## src/include/adc_watch_regs.svh

```systemverilog
// constants of the converter control block
`ifndef ADC_WATCH_REGS_SVH
`define ADC_WATCH_REGS_SVH
`define CONV_CLK_CYCLES 14
`define RES_W 10
`define NUM_CH 16
`define CH_W 4
`define BUF_DEPTH_DEF 10
`define PRESC_DEF 1
`define SEL_PIN 2'h0
`define SEL_TIMER 2'h1
`define CNT_W 16
`endif

```

## src/include/adc_watch_pkg.sv

```systemverilog
// types shared by the converter control block
package adc_watch_pkg;
   typedef struct packed {
      logic [9:0] high;
      logic [9:0] low;
   } threshold_type;
   typedef struct packed {
      logic repeat_bit;
      logic scan_bit;
      logic buffering_bit;
   } mode_type;
   typedef enum logic [1:0] {
      ST_OFF    = 2'h0,
      ST_SETTLE = 2'h1,
      ST_IDLE   = 2'h3,
      ST_CONV   = 2'h2
   } conv_state_type;
endpackage

```

## src/rtl/pin_sync3.sv

```systemverilog
// three-stage synchroniser with rising edge detect for a pin
`timescale 1ns/1ps
module pin_sync3 (
   // clock and reset
   input  wire logic sys_clk,
   input  wire logic rst,
   // pin side
   input  wire logic pin_in,
   // synchronous side
   output logic      level_q,
   output logic      rise_q
);
   logic s1_q;
   logic s2_q;
   logic s3_q;

   always_ff @(posedge sys_clk or posedge rst) begin
      if (rst) begin
         s1_q <= 1'b0;
         s2_q <= 1'b0;
         s3_q <= 1'b0;
      end else begin
         s1_q <= pin_in;
         s2_q <= s1_q;
         s3_q <= s2_q;
      end
   end

   // a change counts only once stages two and three agree
   always_ff @(posedge sys_clk or posedge rst) begin
      if (rst) begin
         level_q <= 1'b0;
         rise_q  <= 1'b0;
      end else begin
         rise_q <= (s2_q == s3_q) && s3_q && !level_q;
         if (s2_q == s3_q) begin
            level_q <= s3_q;
         end
      end
   end
endmodule // pin_sync3

```

## src/rtl/adc_watchdog_trigger_ctrl.sv

```systemverilog
// converter sequencing, watchdog, overrun and trigger control
`timescale 1ns/1ps
`include "adc_watch_regs.svh"
module adc_watchdog_trigger_ctrl #(
   parameter int PRESC     = `PRESC_DEF,
   parameter int BUF_DEPTH = `BUF_DEPTH_DEF
) (
   // clock and reset
   input  wire logic                        sys_clk,
   input  wire logic                        rst,
   // software control
   input  wire logic                        power_on_write,
   input  wire logic                        power_off_write,
   input  wire adc_watch_pkg::mode_type     mode,
   input  wire logic                        channel_write,
   input  wire logic [`CH_W-1:0]            channel_wdata,
   input  wire logic                        ext_trigger_enable,
   input  wire logic [1:0]                  trigger_source_select,
   input  wire logic                        conversion_done_irq_enable,
   input  wire logic                        watchdog_irq_enable,
   input  wire adc_watch_pkg::threshold_type thresholds,
   input  wire logic [`NUM_CH-1:0]          per_channel_watch_enable,
   input  wire logic                        done_clear,
   input  wire logic                        watchdog_flag_clear,
   input  wire logic [`NUM_CH-1:0]          watch_status_clear,
   input  wire logic                        halt_request,
   // buffer read port
   input  wire logic                        buf_read,
   input  wire logic [`CH_W-1:0]            buf_read_idx,
   output logic [`RES_W-1:0]                buf_read_data_q,
   // trigger sources
   input  wire logic                        external_trigger_pin,
   input  wire logic                        timer_trigger_output,
   // analog core
   input  wire logic [`RES_W-1:0]           analog_sample,
   output logic                             analog_power,
   output logic                             converting,
   // status
   output logic [`CH_W-1:0]                 channel_field,
   output logic [`RES_W-1:0]                result_q,
   output logic                             done_flag_q,
   output logic                             overrun_flag_q,
   output logic                             watchdog_flag_q,
   output logic [`NUM_CH-1:0]               per_channel_watch_status_q,
   output logic                             converter_irq
);
   import adc_watch_pkg::*;

   // settling lasts exactly one conversion time
   localparam int CONV_TICKS = `CONV_CLK_CYCLES * PRESC;
   localparam logic [`CNT_W-1:0] LAST_TICK = `CNT_W'(CONV_TICKS - 1);
   localparam logic [`CH_W-1:0] BUF_LAST = `CH_W'(BUF_DEPTH - 1);

   conv_state_type              state_q;
   logic [`CNT_W-1:0]           cnt_q;
   logic [`CH_W-1:0]            idx_q;
   logic [`CH_W-1:0]            chan_sel_q;
   logic                        ext_en_q;
   logic                        wd_irq_q;
   logic [`NUM_CH-1:0]          unread_q;
   logic [`RES_W-1:0]           buf_q [`NUM_CH];
   logic                        pin_level;
   logic                        pin_rise;
   logic                        src_level;
   logic                        trig_evt;
   logic                        en_rise;
   logic                        power_down;
   logic                        start_req;
   logic                        conv_end;
   logic                        seq_mode;
   logic                        seq_last;
   logic                        out_of_window;
   logic                        wd_hit;
   logic                        stop_now;
   logic                        seq_done;
   logic [`NUM_CH-1:0]          status_set;

   pin_sync3 u_pin_sync (
      .sys_clk (sys_clk),
      .rst     (rst),
      .pin_in  (external_trigger_pin),
      .level_q (pin_level),
      .rise_q  (pin_rise)
   );

   // trigger source selection; unused codes never fire
   always_comb begin
      src_level = 1'b0;
      trig_evt  = 1'b0;
      case (trigger_source_select)
         `SEL_PIN: begin
            src_level = pin_level;
            trig_evt  = pin_rise;
         end
         `SEL_TIMER: begin
            src_level = timer_trigger_output;
            trig_evt  = timer_trigger_output;
         end
         default: begin
            src_level = 1'b0;
            trig_evt  = 1'b0;
         end
      endcase
      trig_evt = trig_evt && ext_trigger_enable;
   end

   assign en_rise    = ext_trigger_enable && !ext_en_q && src_level;
   assign power_down = power_off_write || halt_request;
   assign start_req  = (power_on_write && state_q != ST_OFF) || trig_evt;
   assign conv_end   = (state_q == ST_CONV) && (cnt_q == LAST_TICK);

   // scan and buffered continuous both fill the data buffer
   assign seq_mode = mode.scan_bit ||
                     (mode.repeat_bit && mode.buffering_bit);
   assign seq_last = mode.scan_bit ? (idx_q == chan_sel_q)
                                   : (idx_q == BUF_LAST);
   assign seq_done = conv_end && (!seq_mode || seq_last);

   assign out_of_window = (analog_sample < thresholds.low) ||
                          (analog_sample > thresholds.high);
   // outside sequences no per-channel enable is consulted
   assign wd_hit = conv_end && out_of_window &&
                   (!seq_mode || per_channel_watch_enable[idx_q]);
   assign stop_now = seq_mode && wd_hit && watchdog_irq_enable &&
                     conversion_done_irq_enable;

   always_ff @(posedge sys_clk or posedge rst) begin
      if (rst) begin
         ext_en_q <= 1'b0;
      end else begin
         ext_en_q <= ext_trigger_enable;
      end
   end

   // sequencer: power, settling, conversion timing and stepping
   always_ff @(posedge sys_clk or posedge rst) begin
      if (rst) begin
         state_q <= ST_OFF;
         cnt_q   <= '0;
         idx_q   <= '0;
      end else if (power_down) begin
         state_q <= ST_OFF;
         cnt_q   <= '0;
         idx_q   <= '0;
      end else begin
         case (state_q)
            ST_OFF: begin
               cnt_q <= '0;
               idx_q <= '0;
               if (power_on_write || en_rise) begin
                  state_q <= ST_SETTLE;
               end
            end
            ST_SETTLE: begin
               // an early start is honoured but its result is inaccurate
               if (start_req) begin
                  state_q <= ST_CONV;
                  cnt_q   <= '0;
               end else if (cnt_q == LAST_TICK) begin
                  state_q <= ST_IDLE;
                  cnt_q   <= '0;
               end else begin
                  cnt_q <= cnt_q + 1'b1;
               end
            end
            ST_IDLE: begin
               cnt_q <= '0;
               if (start_req) begin
                  state_q <= ST_CONV;
                  idx_q   <= '0;
               end
            end
            ST_CONV: begin
               if (!conv_end) begin
                  cnt_q <= cnt_q + 1'b1;
               end else begin
                  cnt_q <= '0;
                  if (stop_now) begin
                     state_q <= ST_IDLE;
                  end else if (seq_mode && !seq_last) begin
                     idx_q <= idx_q + 1'b1;
                  end else if (mode.repeat_bit) begin
                     idx_q <= '0;
                  end else begin
                     state_q <= ST_IDLE;
                  end
               end
            end
            default: begin
               state_q <= ST_OFF;
               cnt_q   <= '0;
               idx_q   <= '0;
            end
         endcase
      end
   end

   // last channel of the scan, reloaded by each software write
   always_ff @(posedge sys_clk or posedge rst) begin
      if (rst) begin
         chan_sel_q <= '0;
      end else if (channel_write) begin
         chan_sel_q <= channel_wdata;
      end
   end

   assign channel_field = (mode.scan_bit && state_q == ST_CONV) ?
                          idx_q : chan_sel_q;
   assign analog_power  = (state_q != ST_OFF);
   assign converting    = (state_q == ST_CONV);

   // result register and data buffer
   always_ff @(posedge sys_clk or posedge rst) begin
      if (rst) begin
         result_q <= '0;
      end else if (conv_end) begin
         result_q <= analog_sample;
      end
   end

   always_ff @(posedge sys_clk) begin
      if (conv_end && seq_mode) begin
         buf_q[idx_q] <= analog_sample;
      end
   end

   always_ff @(posedge sys_clk or posedge rst) begin
      if (rst) begin
         buf_read_data_q <= '0;
      end else if (buf_read) begin
         buf_read_data_q <= buf_q[buf_read_idx];
      end
   end

   // per-entry unread marks and watchdog status; a new value beats a read
   for (genvar g = 0; g < `NUM_CH; g++) begin : g_entry
      logic wr_here;
      assign wr_here = conv_end && seq_mode && (idx_q == `CH_W'(g));
      assign status_set[g] = wr_here && wd_hit;
      always_ff @(posedge sys_clk or posedge rst) begin
         if (rst) begin
            unread_q[g] <= 1'b0;
         end else if (wr_here) begin
            unread_q[g] <= 1'b1;
         end else if (buf_read && buf_read_idx == `CH_W'(g)) begin
            unread_q[g] <= 1'b0;
         end
      end
      always_ff @(posedge sys_clk or posedge rst) begin
         if (rst) begin
            per_channel_watch_status_q[g] <= 1'b0;
         end else if (status_set[g]) begin
            per_channel_watch_status_q[g] <= 1'b1;
         end else if (watch_status_clear[g]) begin
            per_channel_watch_status_q[g] <= 1'b0;
         end
      end
   end

   // overrun: hardware set beats the clear from a start write
   always_ff @(posedge sys_clk or posedge rst) begin
      if (rst) begin
         overrun_flag_q <= 1'b0;
      end else if (conv_end && seq_mode && unread_q[idx_q]) begin
         overrun_flag_q <= 1'b1;
      end else if (power_on_write) begin
         overrun_flag_q <= 1'b0;
      end
   end

   always_ff @(posedge sys_clk or posedge rst) begin
      if (rst) begin
         done_flag_q <= 1'b0;
      end else if (seq_done && !stop_now) begin
         done_flag_q <= 1'b1;
      end else if (done_clear) begin
         done_flag_q <= 1'b0;
      end
   end

   // global flag follows any status bit, so clear status bits first
   always_ff @(posedge sys_clk or posedge rst) begin
      if (rst) begin
         watchdog_flag_q <= 1'b0;
      end else if (wd_hit || (|per_channel_watch_status_q)) begin
         watchdog_flag_q <= 1'b1;
      end else if (watchdog_flag_clear) begin
         watchdog_flag_q <= 1'b0;
      end
   end

   // watchdog request waits for the sequence end unless stopping
   always_ff @(posedge sys_clk or posedge rst) begin
      if (rst) begin
         wd_irq_q <= 1'b0;
      end else if (watchdog_irq_enable &&
                   ((wd_hit && (!seq_mode || stop_now)) ||
                    (seq_done && (wd_hit ||
                     (|per_channel_watch_status_q))))) begin
         wd_irq_q <= 1'b1;
      end else if (watchdog_flag_clear) begin
         wd_irq_q <= 1'b0;
      end
   end

   assign converter_irq = wd_irq_q ||
                          (done_flag_q && conversion_done_irq_enable);

   // helper counter for the length of one conversion
   logic [`CNT_W-1:0] age_q;
   always_ff @(posedge sys_clk or posedge rst) begin
      if (rst) begin
         age_q <= '0;
      end else if (state_q != ST_CONV || conv_end) begin
         age_q <= '0;
      end else begin
         age_q <= age_q + 1'b1;
      end
   end
endmodule // adc_watchdog_trigger_ctrl

```

## config.mk

```make
export PLATFORM = sky130hd
export DESIGN_NAME = adc_watchdog_trigger_ctrl
export DESIGN_NICKNAME = d
export VERILOG_FILES = /design/src/include/adc_watch_pkg.sv /design/src/rtl/pin_sync3.sv /design/src/rtl/adc_watchdog_trigger_ctrl.sv
export VERILOG_INCLUDE_DIRS = /design/src /design/src/include
export SDC_FILE = /design/constraint.sdc
export NUM_CORES = 1
export LEC_CHECK = 0
export BUFFER_PORTS_ARGS = -buffer_cell sky130_fd_sc_hd__buf_4
export CAP_MARGIN = 15
export CORE_UTILIZATION = 58
export CTS_CLUSTER_SIZE = 8
export DETAILED_ROUTE_END_ITERATION = 8
export HOLD_SLACK_MARGIN = 0.12
export PLACE_DENSITY = 0.8
export SETUP_SLACK_MARGIN = 0.1
export SLEW_MARGIN = 10
export SYNTH_ARGS = -nofsm -noshare
export SYNTH_HDL_FRONTEND = slang
export SYNTH_SLANG_ARGS = --single-unit
```

## constraint.sdc

```tcl
create_clock -name sys_clk -period 2.63 [get_ports sys_clk]
set_input_delay 0.1315 -clock sys_clk [delete_from_list [all_inputs] [get_ports sys_clk]]
set_output_delay 0.1315 -clock sys_clk [all_outputs]
set_load 0.02 [all_outputs]
```

# Word-level counts from Yosys, hierarchy flattened
# Memories as Yosys holds them, arrays and structs flattened. A register that Yosys moved wholly into a read port is not among the register bits.
# Index checks and enable logic that the tools add are counted.
# classes
n_lt_le_gt_ge,3
reduce_logical,133
eq_ne,45
n_addsub,2
n_mux,103
# ops
op,n
1-bit two-way mux,76
2-bit nonzero test,37
1-bit logical AND,71
4-bit equality test (second input constant),16
16-bit two-way mux,4
16-bit case mux with 3 select lines,1
4-bit by 3-bit equality test with 1-bit output (second input constant),8
4-bit two-way mux,7
2-bit two-way mux,9
16-bit by 1-bit adder with 16-bit output (second input constant),1
16-bit by 4-bit equality test with 1-bit output (second input constant),1
4-bit by 2-bit equality test with 1-bit output (second input constant),4
16-bit OR reduction,1
4-bit case mux with 3 select lines,1
1-bit logical OR,11
10-bit greater-than comparator,1
10-bit less-than comparator,1
3-bit inequality test (second input constant),3
1-bit binary-select mux with 4-bit select,2
4-bit by 1-bit equality test with 1-bit output (second input constant),2
4-bit logical NOT,2
4-bit by 2-bit inequality test with 1-bit output (second input constant),2
4-bit inequality test (second input constant),2
2-bit case mux with 4 select lines,1
14 further kinds,22
# word_totals
mem_count,1
ramBits,160
in_bits,89
register_bits,78
wordCells,334
out_inout_bits,46
# memory_table
memory,depth,width,rd,rd_clocked_by_memory_dff,wr,line,source
buf_q,16,10,1,1,1,adc_watchdog_trigger_ctrl.sv:61,logic [`RES_W-1:0] buf_q [`NUM_CH];

# Longest topological paths before layout
# Gate-level depths: netlist (run 1).
# depth
depth_word,13
mapped_depth,10
depth_no_buf,9

# Cells and area by module
# Synthesis (run 1) repeated with hierarchy kept, for this count alone.
# unflattened
hier_cells,731
hier_area_um2,10926.7
# modules_own_cells
module,area_each_um2,cells_each,seq_area_each_um2,n_inst
adc_watchdog_trigger_ctrl,10764.1,722,6881.6,1
pin_sync3,162.7,9,125.1,1

# Worst setup path before layout (run 1)
# Ideal clock, no wire load.
# synth_path
path_type,flip-flop to flip-flop
start,register state_q[0]
end,memory buf_q[0][0] (netlist name) (enable)
required_time_ps,2296
path_buffers,1
arrival_ps,2213
setup_ps,334
synth_period_minus_slack_ps,2547
path_stages_with_launch,9
setup_slack_ps,83
cell_sequence,dfrtp_1 inv_1 ha_1 clkbuf_1 inv_1 nor4_4 nor3b_2 nand2_1 inv_1
# synth_via
elab_chain_len,5
# synth_lines
item,line,source
"start, declared",adc_watchdog_trigger_ctrl.sv:54,conv_state_type state_q;
"start signal, assigned",adc_watchdog_trigger_ctrl.sv:138,state_q <= ST_OFF;
"start signal, assigned",adc_watchdog_trigger_ctrl.sv:142,state_q <= ST_OFF;
"start signal, assigned",adc_watchdog_trigger_ctrl.sv:151,state_q <= ST_SETTLE;
2-bit equality test,n/a,
via converting,adc_watchdog_trigger_ctrl.sv:37,"output logic converting,"
1-bit logical AND,adc_watchdog_trigger_ctrl.sv:110,assign conv_end = (state_q == ST_CONV) && (cnt_q == LAST_TICK);
1-bit logical AND,adc_watchdog_trigger_ctrl.sv:222,if (conv_end && seq_mode) begin
1-bit two-way mux,adc_watchdog_trigger_ctrl.sv:222,
1-bit two-way mux (implied by the code),adc_watchdog_trigger_ctrl.sv:223,buf_q[idx_q] <= analog_sample;
"end, declared",adc_watchdog_trigger_ctrl.sv:61,
# The timed path passes the listed nets, and every way through them passes these cells.

# Worst setup path in the final report (run 1)
# layout_path
start,input port analog_sample[4]
end,register per_channel_watch_status_q[15]
# layout_via
elab_chain_len,6
word_cells_on_any_way,8
classes_between,order compare (2); mux (1); reduce/logical (5)
# layout_lines
item,line,source
"start, declared",adc_watchdog_trigger_ctrl.sv:35,"input wire logic [`RES_W-1:0] analog_sample,"
10-bit less-than comparator / 10-bit greater-than comparator (equally long branches),"adc_watchdog_trigger_ctrl.sv:119, adc_watchdog_trigger_ctrl.sv:120",
1-bit logical OR (*),adc_watchdog_trigger_ctrl.sv:119,assign out_of_window = (analog_sample < thresholds.low) ||
1-bit logical AND (*) (2 in series),adc_watchdog_trigger_ctrl.sv:122,assign wd_hit = conv_end && out_of_window &&
1-bit logical AND (*),adc_watchdog_trigger_ctrl.sv:239,assign status_set[g] = wr_here && wd_hit;
1-bit two-way mux / 2-bit nonzero test (equally long branches),n/a,
"end signal, assigned by index",adc_watchdog_trigger_ctrl.sv:251,per_channel_watch_status_q[g] <= 1'b0;
"end signal, assigned by index",adc_watchdog_trigger_ctrl.sv:253,per_channel_watch_status_q[g] <= 1'b1;
"end signal, assigned by index",adc_watchdog_trigger_ctrl.sv:255,per_channel_watch_status_q[g] <= 1'b0;
"end, declared",adc_watchdog_trigger_ctrl.sv:44,"output logic [`NUM_CH-1:0] per_channel_watch_status_q,"
# Every way passes the cells marked *; elsewhere a longest branch is shown, timed or not.
# A chain may end at the register's enable or synchronous reset.

==> results of run 1 <==
[flip-flops by register name (all words and copies together), names as in the netlist]
register,flops
ext_en_q,1
chan_sel_q,4
u_pin_sync.s3_q,1
cnt_q,16
buf_read_data_q,10
state_q,2
watchdog_flag_q,1
result_q,10
per_channel_watch_status_q,16
done_flag_q,1
overrun_flag_q,1
u_pin_sync.level_q,1
wd_irq_q,1
u_pin_sync.s2_q,1
buf_q,160
u_pin_sync.s1_q,1
u_pin_sync.rise_q,1
unread_q,16
idx_q,4
[power breakdown]
group	switching, mW	internal (mW)	total (mW)
registers	0.0334	4.21	4.25
logic	0.445	0.403	0.848
clock network	1.66	2.56	4.23
total	2.14	7.18	9.32
[area by class of cell]
cell class / count / area (um^2) / area share, %
Timing Repair Buffer: 204 / 1767 / 12.63
Tap cell: 229 / 286.5 / 2.049
Sequential cell: 248 / 7007 / 50.10
Clock buffer: 59 / 987.2 / 7.059
Clock inverter: 3 / 45.04 / 0.3221
Inverter: 65 / 267.8 / 1.915
Multi-Input combinational cell: 378 / 3617 / 25.87
Timing Repair inverter: 1 / 7.507 / 0.05368
[Yosys cell counts (3+ instances only)]
master    number
nand3_1       15
o22ai_1       16
nand4_1        6
mux4_2        52
ha_1          31
edfxtp_1     160
nand2_1       49
xor2_1        10
mux2_2        25
dfrtp_1       88
mux4_1         6
inv_1         65
a21o_1         4
nor2_1        31
mux2i_1        4
buf_2          9
o21a_1         4
or2_2          4
or3_1          3
o21ai_0       30
a21oi_1       13
nand2b_1       5
clkbuf_1      13
nor2b_1        3
nor3_1         5
and3_1         8
nor4_1         7
xnor2_1        6
[cell families after synthesis]
logic type | Yosys count
mux | 89
buf+inv | 90
xor+xnor | 16
flops | 248
simple gates | 156
fa+ha+maj | 31
compound gates | 86
[layer usage]
metal	up-vias	track usage, %	wire, um
met2	451	52.31	14440
li1	3159	-	-
met4	0	13.88	1212
met1	3708	39.81	10970
met5	-	0	0
met3	111	5.299	2437
[final timing paths]
check                                                        endpoint  cells after the start
max in group asynchronous              buf_read_data_q[7]$_DFFE_PP0P_                      4
min reg2reg                                 u_pin_sync.s2_q$_DFF_PP0_                      0
min                                             buf_q[3][5]$_DFFE_PP_                      2
max                        per_channel_watch_status_q[15]$_DFFE_PP0P_                     11
max reg2reg                                      idx_q[3]$_DFFE_PP0P_                      7
min in group asynchronous                     result_q[5]$_DFFE_PP0P_                      4
[timing repair]
action | 4_1_cts | 5_1_grt
hold buffers | 39 | 0
gates resized for setup | 1 | 10
pin swaps | 0 | 2
hold endpoints to repair | 154 | 0
setup endpoints to repair | 9 | 103
gates cloned | 0 | 1
==> metrics.md, run 1 <==
| Metric | Value |
|---|---|
| Unrepaired setup endpoints after global routing | true |
| Crit path from | analog_sample[4] |
| Max Slew Vio Count | 0 |
| Tot GR Track Use | 31.00% |
| CTS clk-pin slew, worst paths | 50 ps |
| Hold WC Path Type | input pin to flip-flop |
| XOR/XNOR Fraction of Synth Area | 1.277% |
| Min Hold Slack | 138.0 ps |
| IO Count | 135 |
| Headroom to the max-slew limit | 44.40% |
| Post-synth EDFFs | 160 |
| Commonest non-fill, non-tap cell in the layout | edfxtp_1 |
| Leading cell types in the layout, fill and taps excluded | edfxtp_1 (160), buf_4 (154), dfrtp_1 (88) |
| Worst Setup Start Kind | input pin |
| Mapped Nets | 836 |
| Pleak | 5.675 nW |
| DR vias | 7429 |
| Setup violators final | 0 |
| Seq/Total Area, Yosys | 63.85% |
| Post-synthesis compound-gate area fraction | 5.154% |
| Synth Area per Inst | 15.33 um^2 |
| CP Capture Type | flip-flop |
| Synth Warn # | 0 |
| Worst Max-Slew Pin Slew | 834.1 ps |
| Mux contribution to synthesized area | 15.28% |
| Peak VDD IR | 0.0004168 V |
| H-tree levels | 2 |
| Layout cells sized above 1 | 32.57% |
| Placed insts | 1085 |
| Vias in the first global route | 7835 |
| Synth top area share | 43.79% |
| Top post-synthesis cells by area | edfxtp_1 (44%), dfrtp_1 (20%), mux4_2 (11%), ha_1 (3.5%), mux2_2 (2.6%) |
| Clock Latency Late Sink | 530 ps |
| Max Fclk | 409.4 MHz |
| Root Driver | clkbuf_16 |
| Ys async rst share | 35.48% |
| Post-synth top flop | edfxtp_1 |
| FF+latch count, synth | 248 |
| First-pass GRT wire length | 44730 um |
| GRT Residual Overflow | 0 |
| Antenna cells | 0 |
| Slowest stage delay, CP | 540 ps |
| Routed len/inst | 24.48 um |
| Post-synth top area cell | edfxtp_1 |
| Critical Path RT | 3000 ps |
| Die area | 0.01947 mm^2 |
| Clock buffer depth | 3 |
| Non-filler cells, final | 1187 |
| Mapped Cells | 716 |
| Routed WL | 29060 um |
| CP top delay family | buffers and inverters |
| Placer Congestion | 0.8863 |
| Total Negative Setup Slacks | 0 ps |
| Status | finished, final reports clean |
| Cts bufs inserted | 36 |
| Initial Util | 60.06% |
| Pin count of the biggest net entering global routing | 89 |
| Post-synth cell types | 68 |
| Hold wc startpoint | analog_sample[5] |
| Drt first pass iters | 5 |
| Max Cap Viol | 0 |
| Main combinational cell family by area after synthesis | multiplexers |
| Power Density | 666.6 mW/mm^2 |
| CP Buf/Inv Count | 3 |
| Placed cell areas | 0.01251 mm^2 |
| Tcrit/Tclk final | 92.87% |
| Initial drt markers | 699 |
| FF-to-FF Start | idx_q[0]$_DFFE_PP0P_ |
| Buffers on Ports | 134 |
| Die Wd | 139.5 um |
| Slowest cell on the critical path | dlygate4sd3_1 |
| Via density | 6.259 |
| Tmin final | 2442 ps |
| Die Ht | 139.5 um |
| Core Region | 0.01827 mm^2 |
| Final core utilization | 76.54% |
| Critical Path AT | 2810 ps |
| Most used cell, CP | buf_4 |
| Synthesized area | 0.01097 mm^2 |
| Row Count | 49 |
| Layout Skew | 25.56 ps |
| Post-route ant nets | 0 |
| R2R Setup Slk | 190 ps |
| Adder-Cell Fraction of Synth Area | 3.535% |
| Simple-gate portion of the synthesized area | 7.548% |
| Nets | 1054 |
| Layout area overhead | 27.45% |
| Critical path fanouts, max | 17 |
| Post-CTS setup buffers | 0 |
| Fill cells | 1035 |
| Fin. Hold Viols | 0 |
| Place WS | 137.5 ps |
| Clock sinks | 248 |
| CTS tree | yes |
| Finished Cell Area | 0.01398 mm^2 |
| Residual DRC | 0 |
| Hpwl dp | 19150 um |
| Crit-path cells | dlygate4sd3_1 > buf_4 > ha_1 > and4_1 > o21a_1 > a2111oi_2 > o221ai_1 > and2_2 > nand2_1 > buf_4 > o22ai_1 |
| Initial antenna violation count | 0 |
| Critical setup path kind | input pin to flip-flop |
| Total power | 9.323 mW |
| Setup WS post-layout | 187.6 ps |
(Power assumes the default switching activity.)
==> inputs of run 2 (changes only) <==
--- a/config.mk
+++ b/config.mk
@@ -8,11 +8,12 @@
 export LEC_CHECK = 0
 export BUFFER_PORTS_ARGS = -buffer_cell sky130_fd_sc_hd__buf_4
 export CAP_MARGIN = 15
-export CORE_UTILIZATION = 58
+export CORE_UTILIZATION = 60
+export CTS_BUF_LIST = sky130_fd_sc_hd__clkbuf_2 sky130_fd_sc_hd__clkbuf_4 sky130_fd_sc_hd__clkbuf_8
 export CTS_CLUSTER_SIZE = 8
 export DETAILED_ROUTE_END_ITERATION = 8
 export HOLD_SLACK_MARGIN = 0.12
-export PLACE_DENSITY = 0.8
+export PLACE_DENSITY = 0.82
 export SETUP_SLACK_MARGIN = 0.1
 export SLEW_MARGIN = 10
 export SYNTH_ARGS = -nofsm -noshare
==> run 2 against run 1 <==
Flip-flop and latch count is the same. Clock-buffer cell count is 9 higher. Global-route usage up 1.7 points. Combinational power is 2.9% higher. Worst setup slack better by 3.6 ps. Critical path type unchanged. Critical endpoint is now idx_q[3]$_DFFE_PP0P_. Largest cell class unchanged.
==> metrics.md, run 2 (synthesis gave the netlist of run 1 again) <==
| Metric | Value |
|---|---|
| Internal power | 6.567 mW (-8.6%) |
| Unrepaired setup endpoints after global routing | false |
| Worst Setup Start Kind | input pin |
| Routed WL | 29250 um (+0.63%) |
| Placer Congestion | 0.8594 (-3.0%) |
| CP Capture Type | flip-flop |
| GRT Residual Overflow | 0 (unchanged) |
| Net Sw Power | 2.012 mW (-6.1%) |
| Largest reg by FF count | buf_q |
| Max Fclk | 410.0 MHz (+0.15%) |
| Antenna cells | 0 (unchanged) |
| Sw frac | 23.46% (+0.48 points) |
| Max Cap Viol | 0 (unchanged) |
| Min Hold Slack | 132.3 ps (-5.756 ps) |
| Critical setup path kind | input pin to flip-flop |
| CTS clk-pin slew, worst paths | 70 ps (+20 ps) |
| Max Slew Vio Count | 0 (unchanged) |
| Cts bufs inserted | 41 (+14%) |
| Comb pwr share | 10.2% (+1.1 points) |
| Placed cell areas | 0.01250 mm^2 (-0.14%) |
| Die Wd | 137.2 um (-1.7%) |
| Critical Path RT | 3090 ps (+90 ps) |
| Root Driver | clkbuf_8 |
| Initial drt markers | 827 (+18%) |
| Via density | 6.197 (-0.99%) |
| CTS tree | yes |
| Setup violators final | 0 (unchanged) |
| Worst Max-Slew Pin Slew | 806.7 ps (-27.35 ps) |
| Tcrit/Tclk final | 92.73% (-0.14 points) |
| DR vias | 7492 (+0.85%) |
| Layout area overhead | 26.49% |
| Tot GR Track Use | 32.74% (+1.7 points) |
| Clock buffer depth | 3 (unchanged) |
| Max reg flops | 160 (unchanged) |
| Part of the power in registers | 49.4% (+3.8 points) |
| Leading cell types in the layout, fill and taps excluded | edfxtp_1 (160), buf_4 (158), dfrtp_1 (88) |
| Hold WC Path Type | input pin to flip-flop |
| Clock sinks | 248 (unchanged) |
| First-pass GRT wire length | 44310 um (-0.93%) |
| Initial Util | 61.09% (+1.0 points) |
| IO Count | 135 (unchanged) |
| Peak VDD IR | 0.0005112 V (+23%) |
| Hpwl dp | 19790 um (+3.4%) |
| Commonest non-fill, non-tap cell in the layout | edfxtp_1 |
| Drt first pass iters | 8 (+3) |
| Die area | 0.01883 mm^2 (-3.3%) |
| Core Region | 0.01796 mm^2 (-1.7%) |
| Tmin final | 2439 ps (-3.641 ps) |
| Post-route ant nets | 0 (unchanged) |
| Row Count | 49 (unchanged) |
| H-tree levels | 2 (unchanged) |
| Fin. Hold Viols | 0 (unchanged) |
| Nets | 1067 (+1.2%) |
| Layout cells sized above 1 | 35.61% (+3.0 points) |
| Initial antenna violation count | 0 (unchanged) |
| Headroom to the max-slew limit | 46.22% (+1.8 points) |
| Clock Latency Late Sink | 550 ps (+20 ps) |
| Total power | 8.579 mW (-8.0%) |
| Residual DRC | 0 (unchanged) |
| Die Ht | 137.2 um (-1.7%) |
| Routed len/inst | 24.19 um (-1.2%) |
| Layout Skew | 26.93 ps (+1.368 ps) |
| Pleak | 5.675 nW (about the same) |
| Pin count of the biggest net entering global routing | 45 (-49%) |
| Vias in the first global route | 7698 (-1.7%) |
| Finished Cell Area | 0.01388 mm^2 (-0.75%) |
| Critical path fanouts, max | 8 (-9) |
| Status | finished, final reports clean |
| Clk pwr share | 40.4% (-4.9 points) |
| Buffers on Ports | 134 (unchanged) |
| Power Density | 618.1 mW/mm^2 (-7.3%) |
| Critical Path AT | 2900 ps (+90 ps) |
[run 2: timing repair]
| item | in CTS | in global routing |
|---|---|---|
| hold endpoints to repair | 208 | 0 |
| resized for setup | 7 | 7 |
| hold buffers | 45 | 0 |
| pin swaps | 1 | 2 |
| buffers inserted | 2 | 0 |
| setup endpoints to repair | 100 | 180 |
[run 2: path summary, 6_finish.rpt]
check                                           from  depth (start not counted)                        end  slack (ps)
max in group asynchronous                        rst                          4     state_q[0]$_DFFE_PP0P_        1670
hold / removal                      analog_sample[4]                          2     buf_q[13][4]$_DFFE_PP_         130
min in group asynchronous                        rst                          3    result_q[7]$_DFFE_PP0P_         250
setup / recovery                    analog_sample[5]                         10       idx_q[3]$_DFFE_PP0P_         190
hold reg to reg            u_pin_sync.s1_q$_DFF_PP0_                          0  u_pin_sync.s2_q$_DFF_PP0_         350
setup reg to reg                  cnt_q[2]$_DFF_PP0_                          6     buf_q[14][0]$_DFFE_PP_         200
[run 2: cell type report]
type | count | area (um^2)
flip-flops and latches | 248 | 7007
repair buffers | 213 | 1828
inverters | 65 | 267.8
multi-input cells | 378 | 3640
well taps | 229 | 286.5
clock buffers | 68 | 810.8
clock inverters | 8 | 40.04
fillers | 978 | 4084
[run 2: worst max-delay path, stage by stage]
cell and delay, ps:
dlygate4sd3_1 550, buf_4 170, ha_1 320, and4_1 230, o21a_1 130, a2111oi_4 370, o221a_2 290, o21ai_2 120
or4_1 420, a21oi_1 160
[run 2: layer usage]
layer	up-vias	track usage [%]	share of wire (%)
met5	-	0	0
met4	0	13.55	3.5
met3	87	5.666	9.1
met2	511	53.40	49
met1	3716	44.02	38
li1	3178	-	-
[run 2: metrics by stage]
stage	TNS [ps]	util [%]	worst slack, ps	std cells
global route	0	77.27	98.35	1209
CTS	0	77.05	147.0	1209
finish	0	77.27	191.3	1209
global placement	0	69.56	102.1	1086
detailed placement	-4.191	69.56	-0.7216	1086
floorplan	0	-	185.0	716
[run 2: power by group through the flow]
stage / clock network [mW] / registers, mW / logic (mW)
4_1_cts: 3.47 / 4.24 / 0.854
2_1_floorplan: 0 / 4.35 / 0.393
5_1_grt: 3.65 / 4.25 / 0.934
3_5_place_dp: 0 / 4.32 / 0.791
3_3_place_gp: 0 / 4.31 / 0.761
6_report: 3.46 / 4.24 / 0.873
